[src/rtl/srs_pkg.sv]
// Constants, field layout and carrier types of the speed reference selector
//----------------------------------------------------------------------------
// What this block does
// - Source 1 selects the analog inputs
// - Source 0 selects the keypad preset
// - Step one off: first analog, on: second
// - Current loop on second input, bias mode
// - Source 4 selects the pulse train input
// - Scaling frequency equals one hundred percent
// - Sixteen presets plus one jog reference
// - Step commands form binary index, one LSB
// - Jog input overrides all step commands
// - Step 1 is analog or preset one
// - Step 2 is analog two or preset two
// - Codes 3,4,5 steps, 6 jog
// - Code 32 adds fourth step bit
// - Code 69 with two-wire flags conflict
// - Run source defaults 1, locked while running
// - Run source 0 keys, 1 terminals
//----------------------------------------------------------------------------
package srs_pkg;
  // Bus map
  localparam logic [7:0] ADDR_CTRL = 8'h00;
  localparam logic [7:0] ADDR_INFUNC = 8'h04;
  localparam logic [7:0] ADDR_SCALE = 8'h08;
  localparam logic [7:0] ADDR_JOG = 8'h0c;
  localparam logic [7:0] ADDR_STATUS = 8'h10;
  localparam logic [7:0] ADDR_IRQ_STAT = 8'h14;
  localparam logic [7:0] ADDR_IRQ_MASK = 8'h18;
  localparam logic [7:0] ADDR_PRESET = 8'h40;
  // Control register fields
  localparam int CTRL_REF_LSB = 0;
  localparam int CTRL_RUN_BIT = 4;
  localparam int CTRL_2W_BIT = 5;
  localparam int CTRL_AN2_LSB = 8;
  localparam int CTRL_PLS_LSB = 12;
  // Reset values
  localparam logic [2:0] REF_SRC_RST = 3'h1;
  localparam logic RUN_SRC_RST = 1'b1;
  localparam logic TWO_WIRE_RST = 1'b1;
  localparam logic [2:0] AN2_FN_RST = 3'h0;
  localparam logic [2:0] PLS_FN_RST = 3'h0;
  localparam logic [15:0] SCALE_RST = 16'h05a0;
  localparam logic [7:0] IN4_FN_RST = 8'h05;
  localparam logic [7:0] IN5_FN_RST = 8'h03;
  localparam logic [7:0] IN6_FN_RST = 8'h04;
  localparam logic [7:0] IN7_FN_RST = 8'h06;
  // Source and function codes
  localparam logic [2:0] SRC_KEYPAD = 3'h0;
  localparam logic [2:0] SRC_ANALOG = 3'h1;
  localparam logic [2:0] SRC_PULSE = 3'h4;
  localparam logic [2:0] AN2_BIAS = 3'h0;
  localparam logic [2:0] AN2_AUX = 3'h2;
  localparam logic [2:0] PLS_FREQ_REF = 3'h0;
  localparam logic [7:0] FN_STEP1 = 8'h03;
  localparam logic [7:0] FN_STEP2 = 8'h04;
  localparam logic [7:0] FN_STEP3 = 8'h05;
  localparam logic [7:0] FN_JOG = 8'h06;
  localparam logic [7:0] FN_STEP4 = 8'h20;
  localparam logic [7:0] FN_JOG2 = 8'h45;
  localparam int NUM_PRESETS = 16;
  localparam int NUM_INPUTS = 4;
  localparam logic [4:0] JOG_STEP = 5'h11;
  // Reference units: 0.01 % per count, full scale is 100 %
  localparam logic [15:0] REF_FULL = 16'h2710;
  localparam logic [15:0] REF_MAX = 16'hffff;
  // Pulse measurement gate
  localparam int CLK_HZ = 100000000;
  localparam int GATE_TIME_MS = 10;
  localparam int GATE_CYC = GATE_TIME_MS * (CLK_HZ / 1000);
  localparam logic [31:0] REF_PER_COUNT = 32'(1000 / GATE_TIME_MS) * 32'(REF_FULL);
  // Interrupt bits
  localparam int IRQ_CONFLICT = 0;
  localparam int IRQ_STEP_CHG = 1;

  typedef struct packed {
    logic run_fwd;
    logic run_rev;
    logic step_cmd_three_terminal;
    logic step_cmd_one_alt_terminal;
    logic step_cmd_two_terminal;
    logic jog_select_terminal;
    logic pulse_train_in;
  } srs_term_t;

  typedef struct packed {
    logic [15:0] analog_voltage_in;
    logic [15:0] analog_volt_current_in;
  } srs_analog_t;
endpackage : srs_pkg

[src/rtl/srs_top.sv]
// Speed reference selector: source choice, multi-step decode, run source, APB
//
// Design decisions made here: register access over APB and the register offsets.
`timescale 1ns/1ns
module srs_top #(
  parameter int GATE_CYC = srs_pkg::GATE_CYC
) (
  input wire logic i_clk,
  input wire logic i_rst,
  input wire logic i_psel,
  input wire logic i_penable,
  input wire logic i_pwrite,
  input wire logic [7:0] i_paddr,
  input wire logic [31:0] i_pwdata,
  output logic o_pready,
  output logic [31:0] o_prdata,
  output logic o_pslverr,
  input wire srs_pkg::srs_term_t i_term,
  input wire srs_pkg::srs_analog_t i_analog,
  input wire logic i_key_run,
  input wire logic i_key_stop,
  input wire logic i_key_reverse,
  output logic [15:0] o_speed_ref,
  output logic [4:0] o_step,
  output logic o_run,
  output logic o_reverse,
  output logic o_conflict_err,
  output logic o_irq
);
  //--------------------------------------------------------------------------
  // State
  //--------------------------------------------------------------------------
  typedef struct packed {
    srs_pkg::srs_term_t sync1;
    srs_pkg::srs_term_t sync2;
    logic [2:0] ref_src;
    logic run_src;
    logic two_wire;
    logic [2:0] an2_fn;
    logic [2:0] pls_fn;
    logic [3:0][7:0] in_fn;
    logic [15:0] scale;
    logic [15:0] jog_ref;
    logic [15:0][15:0] preset;
    logic run;
    logic rev;
    logic [1:0] irq_stat;
    logic [1:0] irq_mask;
    logic irq;
    logic pready;
    logic pslverr;
    logic [31:0] prdata;
    logic [15:0] ref_val;
    logic [4:0] step;
    logic err;
  } srs_state_t;

  srs_state_t s_r;
  srs_state_t s_nxt;
  logic [15:0] pulse_ref;
  logic [3:0] term_vec;
  logic [3:0] idx;
  logic jog;
  logic [15:0] sel;
  logic [16:0] sum;
  logic wr_go;
  logic rd_hit;
  logic [31:0] rd_word;
  logic [1:0] ev;

  // Any input that is on and whose function code matches is an active command
  function automatic logic fn_active(input logic [3:0][7:0] fn, input logic [3:0] t,
                                     input logic [7:0] code);
    logic hit;
    hit = 1'b0;
    for (int k = 0; k < srs_pkg::NUM_INPUTS; k++) begin
      hit = hit | (t[k] & (fn[k] == code));
    end
    return hit;
  endfunction : fn_active

  function automatic logic fn_used(input logic [3:0][7:0] fn, input logic [7:0] code);
    return fn_active(fn, 4'hf, code);
  endfunction : fn_used

  srs_pulse_meter #(
    .GATE_CYC(GATE_CYC)
  ) u_pulse (
    .i_clk(i_clk),
    .i_rst(i_rst),
    .i_pulse(s_r.sync2.pulse_train_in),
    .i_scale(s_r.scale),
    .o_ref(pulse_ref)
  );

  //--------------------------------------------------------------------------
  // Reference selection
  //--------------------------------------------------------------------------
  always_comb begin
    term_vec = {s_r.sync2.jog_select_terminal, s_r.sync2.step_cmd_two_terminal,
                s_r.sync2.step_cmd_one_alt_terminal, s_r.sync2.step_cmd_three_terminal};
    idx[0] = fn_active(s_r.in_fn, term_vec, srs_pkg::FN_STEP1);
    idx[1] = fn_active(s_r.in_fn, term_vec, srs_pkg::FN_STEP2);
    idx[2] = fn_active(s_r.in_fn, term_vec, srs_pkg::FN_STEP3);
    idx[3] = fn_active(s_r.in_fn, term_vec, srs_pkg::FN_STEP4);
    jog = fn_active(s_r.in_fn, term_vec, srs_pkg::FN_JOG)
        | fn_active(s_r.in_fn, term_vec, srs_pkg::FN_JOG2);
    sum = 17'h00000;
    if (jog) begin
      sel = s_r.jog_ref;
    end else begin
      sel = s_r.preset[idx];
      if (idx == 4'h0) begin
        case (s_r.ref_src)
          srs_pkg::SRC_ANALOG: begin
            // Bias mode adds the second input; first tied to common gives 4-20mA use
            sum = {1'b0, i_analog.analog_voltage_in};
            if (s_r.an2_fn == srs_pkg::AN2_BIAS) begin
              sum = sum + {1'b0, i_analog.analog_volt_current_in};
            end
            sel = sum[16] ? srs_pkg::REF_MAX : sum[15:0];
          end
          srs_pkg::SRC_PULSE: begin
            sel = (s_r.pls_fn == srs_pkg::PLS_FREQ_REF) ? pulse_ref : 16'h0000;
          end
          default: begin
            sel = s_r.preset[0];
          end
        endcase
      end else if (idx == 4'h1 && s_r.an2_fn == srs_pkg::AN2_AUX) begin
        sel = i_analog.analog_volt_current_in;
      end
    end
  end

  //--------------------------------------------------------------------------
  // Register bus
  //--------------------------------------------------------------------------
  always_comb begin
    rd_hit = 1'b1;
    rd_word = 32'h00000000;
    if (i_paddr[7:6] == srs_pkg::ADDR_PRESET[7:6] && i_paddr[1:0] == 2'b00) begin
      rd_word = {16'h0000, s_r.preset[i_paddr[5:2]]};
    end else begin
      case (i_paddr)
        srs_pkg::ADDR_CTRL: begin
          rd_word[srs_pkg::CTRL_REF_LSB +: 3] = s_r.ref_src;
          rd_word[srs_pkg::CTRL_RUN_BIT] = s_r.run_src;
          rd_word[srs_pkg::CTRL_2W_BIT] = s_r.two_wire;
          rd_word[srs_pkg::CTRL_AN2_LSB +: 3] = s_r.an2_fn;
          rd_word[srs_pkg::CTRL_PLS_LSB +: 3] = s_r.pls_fn;
        end
        srs_pkg::ADDR_INFUNC: rd_word = s_r.in_fn;
        srs_pkg::ADDR_SCALE: rd_word = {16'h0000, s_r.scale};
        srs_pkg::ADDR_JOG: rd_word = {16'h0000, s_r.jog_ref};
        srs_pkg::ADDR_STATUS: begin
          rd_word = {5'h00, s_r.err, s_r.rev, s_r.run, 3'h0, s_r.step, s_r.ref_val};
        end
        srs_pkg::ADDR_IRQ_STAT: rd_word = {30'h00000000, s_r.irq_stat};
        srs_pkg::ADDR_IRQ_MASK: rd_word = {30'h00000000, s_r.irq_mask};
        default: rd_hit = 1'b0;
      endcase
    end
  end

  //--------------------------------------------------------------------------
  // Next state
  //--------------------------------------------------------------------------
  always_comb begin
    s_nxt = s_r;
    ev = 2'b00;
    // Second flop is the only reader of the first
    s_nxt.sync1 = i_term;
    s_nxt.sync2 = s_r.sync1;
    s_nxt.ref_val = sel;
    s_nxt.step = jog ? srs_pkg::JOG_STEP : 5'({1'b0, idx} + 5'h01);
    ev[srs_pkg::IRQ_STEP_CHG] = (s_nxt.step != s_r.step);
    s_nxt.err = fn_used(s_r.in_fn, srs_pkg::FN_JOG2) && s_r.two_wire;
    ev[srs_pkg::IRQ_CONFLICT] = s_nxt.err && !s_r.err;

    // Run source: operator keys or two-wire terminals
    if (s_r.run_src == 1'b0) begin
      if (i_key_stop) begin
        s_nxt.run = 1'b0;
      end else if (i_key_run) begin
        s_nxt.run = 1'b1;
      end
      if (i_key_reverse && !s_r.run) begin
        s_nxt.rev = !s_r.rev;
      end
    end else begin
      // Both terminals on is treated as stop to avoid picking a direction
      s_nxt.run = s_r.sync2.run_fwd ^ s_r.sync2.run_rev;
      if (s_nxt.run) begin
        s_nxt.rev = s_r.sync2.run_rev;
      end
    end

    // One wait state: pready rises in the second access cycle
    wr_go = i_psel && i_penable && s_r.pready && i_pwrite && rd_hit;
    s_nxt.pready = i_psel && i_penable && !s_r.pready;
    s_nxt.prdata = (s_nxt.pready && !i_pwrite) ? rd_word : 32'h00000000;
    s_nxt.pslverr = s_nxt.pready && !rd_hit;
    s_nxt.irq_stat = s_r.irq_stat;
    if (wr_go) begin
      if (i_paddr[7:6] == srs_pkg::ADDR_PRESET[7:6]) begin
        s_nxt.preset[i_paddr[5:2]] = i_pwdata[15:0];
      end else begin
        case (i_paddr)
          srs_pkg::ADDR_CTRL: begin
            // Configuration is frozen while the drive runs
            if (!s_r.run) begin
              s_nxt.ref_src = i_pwdata[srs_pkg::CTRL_REF_LSB +: 3];
              s_nxt.run_src = i_pwdata[srs_pkg::CTRL_RUN_BIT];
              s_nxt.two_wire = i_pwdata[srs_pkg::CTRL_2W_BIT];
              s_nxt.an2_fn = i_pwdata[srs_pkg::CTRL_AN2_LSB +: 3];
              s_nxt.pls_fn = i_pwdata[srs_pkg::CTRL_PLS_LSB +: 3];
            end
          end
          srs_pkg::ADDR_INFUNC: begin
            if (!s_r.run) begin
              s_nxt.in_fn = i_pwdata;
            end
          end
          srs_pkg::ADDR_SCALE: begin
            if (!s_r.run) begin
              s_nxt.scale = i_pwdata[15:0];
            end
          end
          srs_pkg::ADDR_JOG: s_nxt.jog_ref = i_pwdata[15:0];
          srs_pkg::ADDR_IRQ_STAT: s_nxt.irq_stat = s_r.irq_stat & ~i_pwdata[1:0];
          srs_pkg::ADDR_IRQ_MASK: s_nxt.irq_mask = i_pwdata[1:0];
          default: begin
          end
        endcase
      end
    end
    // New events win over a clear in the same cycle
    s_nxt.irq_stat = s_nxt.irq_stat | ev;
    s_nxt.irq = |(s_nxt.irq_stat & s_nxt.irq_mask);
  end

  //--------------------------------------------------------------------------
  // Registers
  //--------------------------------------------------------------------------
  always_ff @(posedge i_clk or posedge i_rst) begin
    if (i_rst) begin
      s_r <= '0;
      s_r.ref_src <= srs_pkg::REF_SRC_RST;
      s_r.run_src <= srs_pkg::RUN_SRC_RST;
      s_r.two_wire <= srs_pkg::TWO_WIRE_RST;
      s_r.an2_fn <= srs_pkg::AN2_FN_RST;
      s_r.pls_fn <= srs_pkg::PLS_FN_RST;
      s_r.in_fn <= {srs_pkg::IN7_FN_RST, srs_pkg::IN6_FN_RST,
                    srs_pkg::IN5_FN_RST, srs_pkg::IN4_FN_RST};
      s_r.scale <= srs_pkg::SCALE_RST;
      s_r.step <= 5'h01;
    end else begin
      s_r <= s_nxt;
    end
  end

  assign o_pready = s_r.pready;
  assign o_prdata = s_r.prdata;
  assign o_pslverr = s_r.pslverr;
  assign o_speed_ref = s_r.ref_val;
  assign o_step = s_r.step;
  assign o_run = s_r.run;
  assign o_reverse = s_r.rev;
  assign o_conflict_err = s_r.err;
  assign o_irq = s_r.irq;
endmodule : srs_top

[src/rtl/srs_pulse_meter.sv]
// Pulse train frequency meter scaled to a percentage reference
`timescale 1ns/1ns
module srs_pulse_meter #(
  parameter int GATE_CYC = srs_pkg::GATE_CYC
) (
  input wire logic i_clk,
  input wire logic i_rst,
  input wire logic i_pulse,
  input wire logic [15:0] i_scale,
  output logic [15:0] o_ref
);
  typedef enum logic [1:0] {PM_COUNT = 2'b00, PM_DIV = 2'b01} srs_pm_state_t;
  typedef struct packed {
    srs_pm_state_t st;
    logic prev;
    logic [31:0] gate;
    logic [15:0] edges;
    logic [31:0] num;
    logic [16:0] rem;
    logic [5:0] bits;
    logic [15:0] ref_val;
  } srs_pm_t;

  srs_pm_t s_r;
  srs_pm_t s_nxt;
  logic [16:0] trial;

  always_comb begin
    s_nxt = s_r;
    trial = 17'h00000;
    s_nxt.prev = i_pulse;
    if (i_pulse && !s_r.prev && s_r.edges != 16'hffff) begin
      s_nxt.edges = s_r.edges + 16'h0001;
    end
    case (s_r.st)
      PM_COUNT: begin
        if (s_r.gate >= 32'(GATE_CYC - 1)) begin
          // Edge count times this factor, over scaling Hz, is the reference
          s_nxt.gate = 32'h00000000;
          s_nxt.num = 32'(s_r.edges) * srs_pkg::REF_PER_COUNT;
          s_nxt.edges = (i_pulse && !s_r.prev) ? 16'h0001 : 16'h0000;
          s_nxt.rem = 17'h00000;
          s_nxt.bits = 6'h00;
          s_nxt.st = PM_DIV;
        end else begin
          s_nxt.gate = s_r.gate + 32'h00000001;
        end
      end
      PM_DIV: begin
        // Restoring division, one quotient bit per cycle; well inside the gate
        s_nxt.gate = s_r.gate + 32'h00000001;
        trial = {s_r.rem[15:0], s_r.num[31]};
        s_nxt.num = {s_r.num[30:0], 1'b0};
        if (trial >= {1'b0, i_scale}) begin
          s_nxt.rem = trial - {1'b0, i_scale};
          s_nxt.num[0] = 1'b1;
        end else begin
          s_nxt.rem = trial;
        end
        s_nxt.bits = s_r.bits + 6'h01;
        if (s_r.bits == 6'h1f) begin
          s_nxt.st = PM_COUNT;
          if (i_scale == 16'h0000 || s_nxt.num[31:16] != 16'h0000) begin
            s_nxt.ref_val = srs_pkg::REF_MAX;
          end else begin
            s_nxt.ref_val = s_nxt.num[15:0];
          end
        end
      end
      default: begin
        s_nxt.st = PM_COUNT;
      end
    endcase
  end

  always_ff @(posedge i_clk or posedge i_rst) begin
    if (i_rst) begin
      s_r <= '0;
    end else begin
      s_r <= s_nxt;
    end
  end

  assign o_ref = s_r.ref_val;
endmodule : srs_pulse_meter

[config.mk]
export PLATFORM = sky130hd
export DESIGN_NAME = srs_top
export DESIGN_NICKNAME = d
export VERILOG_FILES = /design/src/rtl/srs_pkg.sv /design/src/rtl/srs_top.sv /design/src/rtl/srs_pulse_meter.sv
export SDC_FILE = /design/constraint.sdc
export NUM_CORES = 2
export LEC_CHECK = 0
export BUFFER_PORTS_ARGS = -buffer_cell sky130_fd_sc_hd__clkbuf_2
export CAP_MARGIN = 20
export CORE_ASPECT_RATIO = 1.1
export CORE_MARGIN = 4
export CORE_UTILIZATION = 40
export DETAILED_ROUTE_END_ITERATION = 10
export GPL_ROUTABILITY_DRIVEN = 0
export PLACE_DENSITY_LB_ADDON = 0.3
export REMOVE_ABC_BUFFERS = 1
export SYNTH_ARGS = -nofsm -noshare
export SYNTH_HDL_FRONTEND = slang
export SYNTH_SLANG_ARGS = --single-unit
export TNS_END_PERCENT = 5
[constraint.sdc]
create_clock -name i_clk -period 26.6 [get_ports i_clk]
set_input_delay 6.65 -clock i_clk [delete_from_list [all_inputs] [get_ports i_clk]]
set_output_delay 6.65 -clock i_clk [all_outputs]
set_load 0.02 [all_outputs]
# After elaboration in Yosys (flattened, before gate mapping)
# Cells that the tools add are included.
dict set report op_classes {
  add_sub_neg 6
  multipliers 1
  div_mod_pow 0
  order_cmp 5
  n_eq_ne 42
  shifts 0
  n_mux 52
  bitwise_logic 53
  n_reduce_logical 45
}
# operator n
set ops {}
lappend ops {{256-bit bitwise mux} 1}
lappend ops {{16-bit two-way mux} 11}
lappend ops {{16-bit binary-select mux with 4-bit select} 2}
lappend ops {{55-bit one-hot mux with 2 select lines} 1}
lappend ops {{8-bit by 3-bit == test with 1-bit output (second input constant)} 13}
lappend ops {{32-bit two-way mux} 3}
lappend ops {{17-bit two-way mux} 5}
lappend ops {{71-bit two-way mux} 1}
lappend ops {{17-bit one-hot mux with 4 select lines} 1}
lappend ops {{16-bit demux with 4-bit select} 1}
lappend ops {{32-bit one-hot mux with 2 select lines} 1}
lappend ops {{32-bit by 1-bit adder with 32-bit output (second input constant)} 1}
lappend ops {{8-bit by 2-bit == test with 1-bit output (second input constant)} 4}
lappend ops {{8-bit by 6-bit == test with 1-bit output (second input constant)} 4}
lappend ops {{8-bit by 7-bit == test with 1-bit output (second input constant)} 4}
lappend ops {{32-bit by 20-bit greater-or-equal comparator with 1-bit output (second input constant)} 1}
lappend ops {{16-bit one-hot mux with 2 select lines} 1}
lappend ops {{3-bit one-hot mux with 5 select lines} 2}
lappend ops {{16-bit by 14-bit multiplier with 26-bit output (second input constant)} 1}
lappend ops {{1-bit AND} 24}
lappend ops {{8-bit by 5-bit == test with 1-bit output (second input constant)} 3}
lappend ops {{1-bit OR} 22}
lappend ops {{3-bit one-hot mux with 7 select lines} 1}
lappend ops {{16-bit by 16-bit adder with 17-bit output} 1}
lappend ops {{46 further kinds} 95}
dict set report word_totals {
  regBits 529
  latchBits 0
  mem_bits_rw 0
  romBits 0
  input_bits 87
  out_inout_bits 59
  n_memories 0
}

# Logic depth before layout (Yosys ltp)
dict set report depth {
  word_depth 12
  depth_mapped 19
}

# By module
# A second synthesis with hierarchy kept.
dict set report unflattened {
  hier_cells 2805
  hier_area_um2 31783.0
}
# module n_inst cells_each area_each_um2 seq_area_each_um2
set modules_own_cells {}
lappend modules_own_cells {srs_top 1 1820 22225.1 10228.6}
lappend modules_own_cells {srs_pulse_meter 1 985 9557.9 3002.9}

# Worst setup path before layout
# OpenSTA, ideal clock, no wires.
dict set report synth_path {
  kind {input to register}
  start {input i_analog[0] (netlist bit)}
  end {register s_r, in the netlist o_speed_ref[14]}
  arrival_time_ps 9098
  path_slack_ps 17408
  stages 11
  cell_sequence {ha_1 inv_1 fa_1 nor2b_1 o31a_1 o2111ai_1 a31o_2 o31ai_1 buf_2 o221ai_1 a221oi_2}
}
# item line_no
set synth_rtl {}
lappend synth_rtl {{from (decl)} srs_top.sv:19} ;# input wire srs_pkg::srs_analog_t i_analog,
lappend synth_rtl {{to (signal assigned)} srs_top.sv:259} ;# s_r <= s_nxt;
lappend synth_rtl {{to (decl)} srs_top.sv:58} ;# srs_state_t s_r;

# Final worst setup path
dict set report layout_path {
  start {input i_paddr[4]}
  end {register s_r[276] (netlist bit)}
}
dict set report layout_between {
  elab_chain_cells 6
  elab_cells_between_ends 18
}
# item line_no
set layout_rtl {}
lappend layout_rtl {{from (decl)} srs_top.sv:13} ;# input wire logic [7:0] i_paddr,
lappend layout_rtl {{branches (longest 6 deep; another with 4-bit by 5-bit < comparator with 1-bit output)} --}
# Parallel ways; which one is timed is not known.
# A chain may end at the register's enable or synchronous reset.

==> results.py <==
metrics = {
    "global_routing": {
        "antenna_found_initial": 4,
        "first_global_vias": 24300,
        "grt_use_total": 0.226,
        "grt_first_pass_wirelength_um": 149000,
        "overflow": 0,
        "grt_max_degree": 119,
    },
    "cts": {
        "hold_buffers": 0,
        "clk_path_buf_depth": 3,
        "cts_resized": 0,
        "clock_latency_ps": 660,
        "cts_tree": "done",
        "htreeDepth": 2,
        "postCtsSetupRepairBufs": 0,
        "clk_pin_slew_ps": 60,
        "cts_buffers": 58,
        "clkSinkCount": 528,
        "cts-root-buf": "clkbuf_16",
    },
    "drt": {
        "drt_iter0_drc": 2230,
        "via_count": 23600,
        "drcViolationCount": 0,
        "ant_nets": 0,
        "wl_per_cell_um": 24.4,
        "dr.pass1.iters": 8,
        "drt-total-wl_um": 97200,
        "avgViaCountPerCell": 5.93,
    },
    "logic_synthesis": {
        "avgSynthCellArea_um2": 11.1,
        "yosysMostFrequentCell": "dfrtp_1",
        "synth_ff_type": "dfrtp_1",
        "synthArstFlopShare": 1.00,
        "synth_top_area_cell": "dfrtp_1",
        "yosysWarnings": 0,
        "synthCells": 2862,
        "yosysSeqAreaShare": 0.416,
        "ys_types": 87,
        "netlist_area_mm2": 0.0318,
        "synth_top_area_frac": 0.403,
        "ys_seq_elements": 528,
        "synth_common_cells": "dfrtp_1 (513), mux2_2 (361), nand2_1 (246), nor2_1 (179)",
        "yosys-top-cells-area": "dfrtp_1 (40%), mux2_2 (13%), mux4_2 (6.3%)",
        "synth_edf_count": 0,
    },
    "flow_run": {
        "cap_violations": 0,
    },
    "die": {
        "design.core.area_mm2": 0.0789,
        "io_pins": 146,
        "start_util": 0.403,
        "floorplan.die_area_mm2": 0.0842,
        "die_height_um": 304,
        "row_count": 108,
        "fp.dieW_um": 277,
    },
    "sta": {
        "slew_headroom": 0.201,
        "fin_crit_ps": 9560,
        "max_freq_mhz": 105,
        "finalCritPeriodShare": 0.359,
        "drv_slew": 0,
        "worstMarginPinSlew_ps": 1190,
        "grt_setup_unrepaired": "no",
        "fin_tns_setup_ps": 0,
        "skew_ps": 34.7,
        "setup_viol": 0,
        "hold_viol_final": 0,
    },
    "place": {
        "postPlaceCellArea_mm2": 0.0332,
        "io_buffers": 145,
        "hpwlAfterDp_um": 68000,
    },
    "setup_path": {
        "timing.rr.start": "u_pulse.s_r[74]$_DFF_PP0_",
        "crit_path_end": "s_r[276]$_DFFE_PP0P_",
        "start_kind": "input pin",
        "critPathCaptureType": "register",
        "r2r-end": "u_pulse.s_r[70]$_DFFE_PP0P_",
        "worstPathRequired_ps": 27130,
        "crit_start": "i_paddr[4]",
        "arrival_ps": 10090,
        "rrSetupSlack_ps": 20800,
        "crit_fanout": 23,
        "crit_type": "input pin to register",
        "rr_worst_depth": 19,
    },
    "layout": {
        "area_growth_syn_to_layout_pct": 11.0,
        "regArea_mm2": 0.0132,
        "final_cell_area_mm2": 0.0353,
        "multi_input_area_mm2": 0.0170,
        "fillers": 7348,
        "layout.nets": 3169,
        "drive_above_1_share": 0.269,
    },
    "status": {
        "status": "finished clean",
    },
    "min_path": {
        "holdPathStages": 0,
        "hold_path.class": "register to register",
    },
    "power_and_ir_drop": {
        "powerDensity_mw_per_mm2": 66.8,
        "peakVddDrop_v": 0.0000983,
        "p_leak_uw": 0.0168,
    },
}
## cells by family (layout without fill, tap and decap cells)
| kind of cell | count (synthesis) | in the layout | synth area share |
|---|---|---|---|
| simple gates | 765 | 765 | 0.115 |
| flops | 528 | 528 | 0.416 |
| xor+xnor | 95 | 95 | 0.0261 |
| buf+inv | 357 | 436 | 0.0520 |
| mux | 544 | 544 | 0.220 |
| compound gates | 388 | 388 | 0.0859 |
| fa+ha+maj | 185 | 185 | 0.0849 |
| other cells | 0 | 1 | 0 |
## registers in the layout, summed over array words and instances (netlist names)
register        flops
s_r               342
u_pulse.s_r       104
o_prdata           32
o_speed_ref        16
u_pulse.o_ref      16
s_nxt               7
o_step              5
o_conflict_err      1
o_irq               1
o_pready            1
o_pslverr           1
o_reverse           1
o_run               1
## cell usage in the layout (no fill, tap or decap), drive strengths merged, types with 14 or more instances in the layout
cell,count
buf,56
o21ai,86
a21oi,63
a21o,15
a31oi,18
nand2,246
clkbuf,224
inv,134
nor3,36
xor2,31
or3,17
nor2,179
fa,52
nor2b,15
nand2b,17
o22a,16
mux2,361
mux4,89
a222oi,15
o221ai,14
a221oi,20
dfstp,15
nand3,108
nand4,20
ha,132
and3,44
nor4,17
xnor2,64
mux2i,94
dfrtp,513
o211ai,15
a211oi,30
## report_power, final
part	switching (uW)	leakage, uW	internal, uW
Clock	352	0.000997	518
Sequential	15.5	0.00725	810
Combinational	392	0.00855	274
## through the flow
stage	power [uW]	hold WS [ps]	worst slack, ps	utilization	instances
after detailed placement	1510	338	16440	0.421	3880
after global placement	1490	337	16480	0.420	3878
final	2360	353	17040	0.448	3987
after floorplan	1340	331	5220	-	2639
after global routing	2530	361	17020	0.448	3986
after CTS	2390	355	17130	0.447	3983
## area by class of cell
class                      count  share of cell area
timing repair buffer         199              0.0338
antenna                        1           0.0000708
clock buffer                  81              0.0475
clock inverter                22              0.0106
tap                         1045              0.0370
sequential                   528               0.374
inverter                     134              0.0145
multi-input combinational   1977               0.482
## how the worst min path moves through the flow
stage,start,endpoint,slack [ps]
6_report,s_nxt[399]$_DFF_PP0_,s_r[399]$_DFF_PP0_,350
5_1_grt,s_nxt[399]$_DFF_PP0_,s_r[399]$_DFF_PP0_,360
4_1_cts,s_nxt[399]$_DFF_PP0_,s_r[399]$_DFF_PP0_,350
3_5_place_dp,s_nxt[394]$_DFF_PP0_,s_r[394]$_DFF_PP0_,340
3_3_place_gp,s_nxt[400]$_DFF_PP0_,s_r[400]$_DFF_PP0_,340
2_1_floorplan,s_nxt[394]$_DFF_PP0_,s_r[394]$_DFF_PP0_,330
## critical path, cell delays in order
cell and delay [ps]:
clkbuf_2 80, buf_4 460, nor2b_1 450, and2_1 230, a211oi_1 150, nor2_1 150
nand2_1 150, nor2_1 250, nand3_1 880, mux2_2 610
## metal layers
metal | GRT usage | part of all wire | up-vias
met2 | 0.370 | 0.48 | 1001
met5 | 0 | 0.00034 | -
met1 | 0.289 | 0.40 | 12000
met4 | 0.101 | 0.051 | 4
li1 | - | - | 10400
met3 | 0.0488 | 0.075 | 249
(Power assumes the default switching activity.)
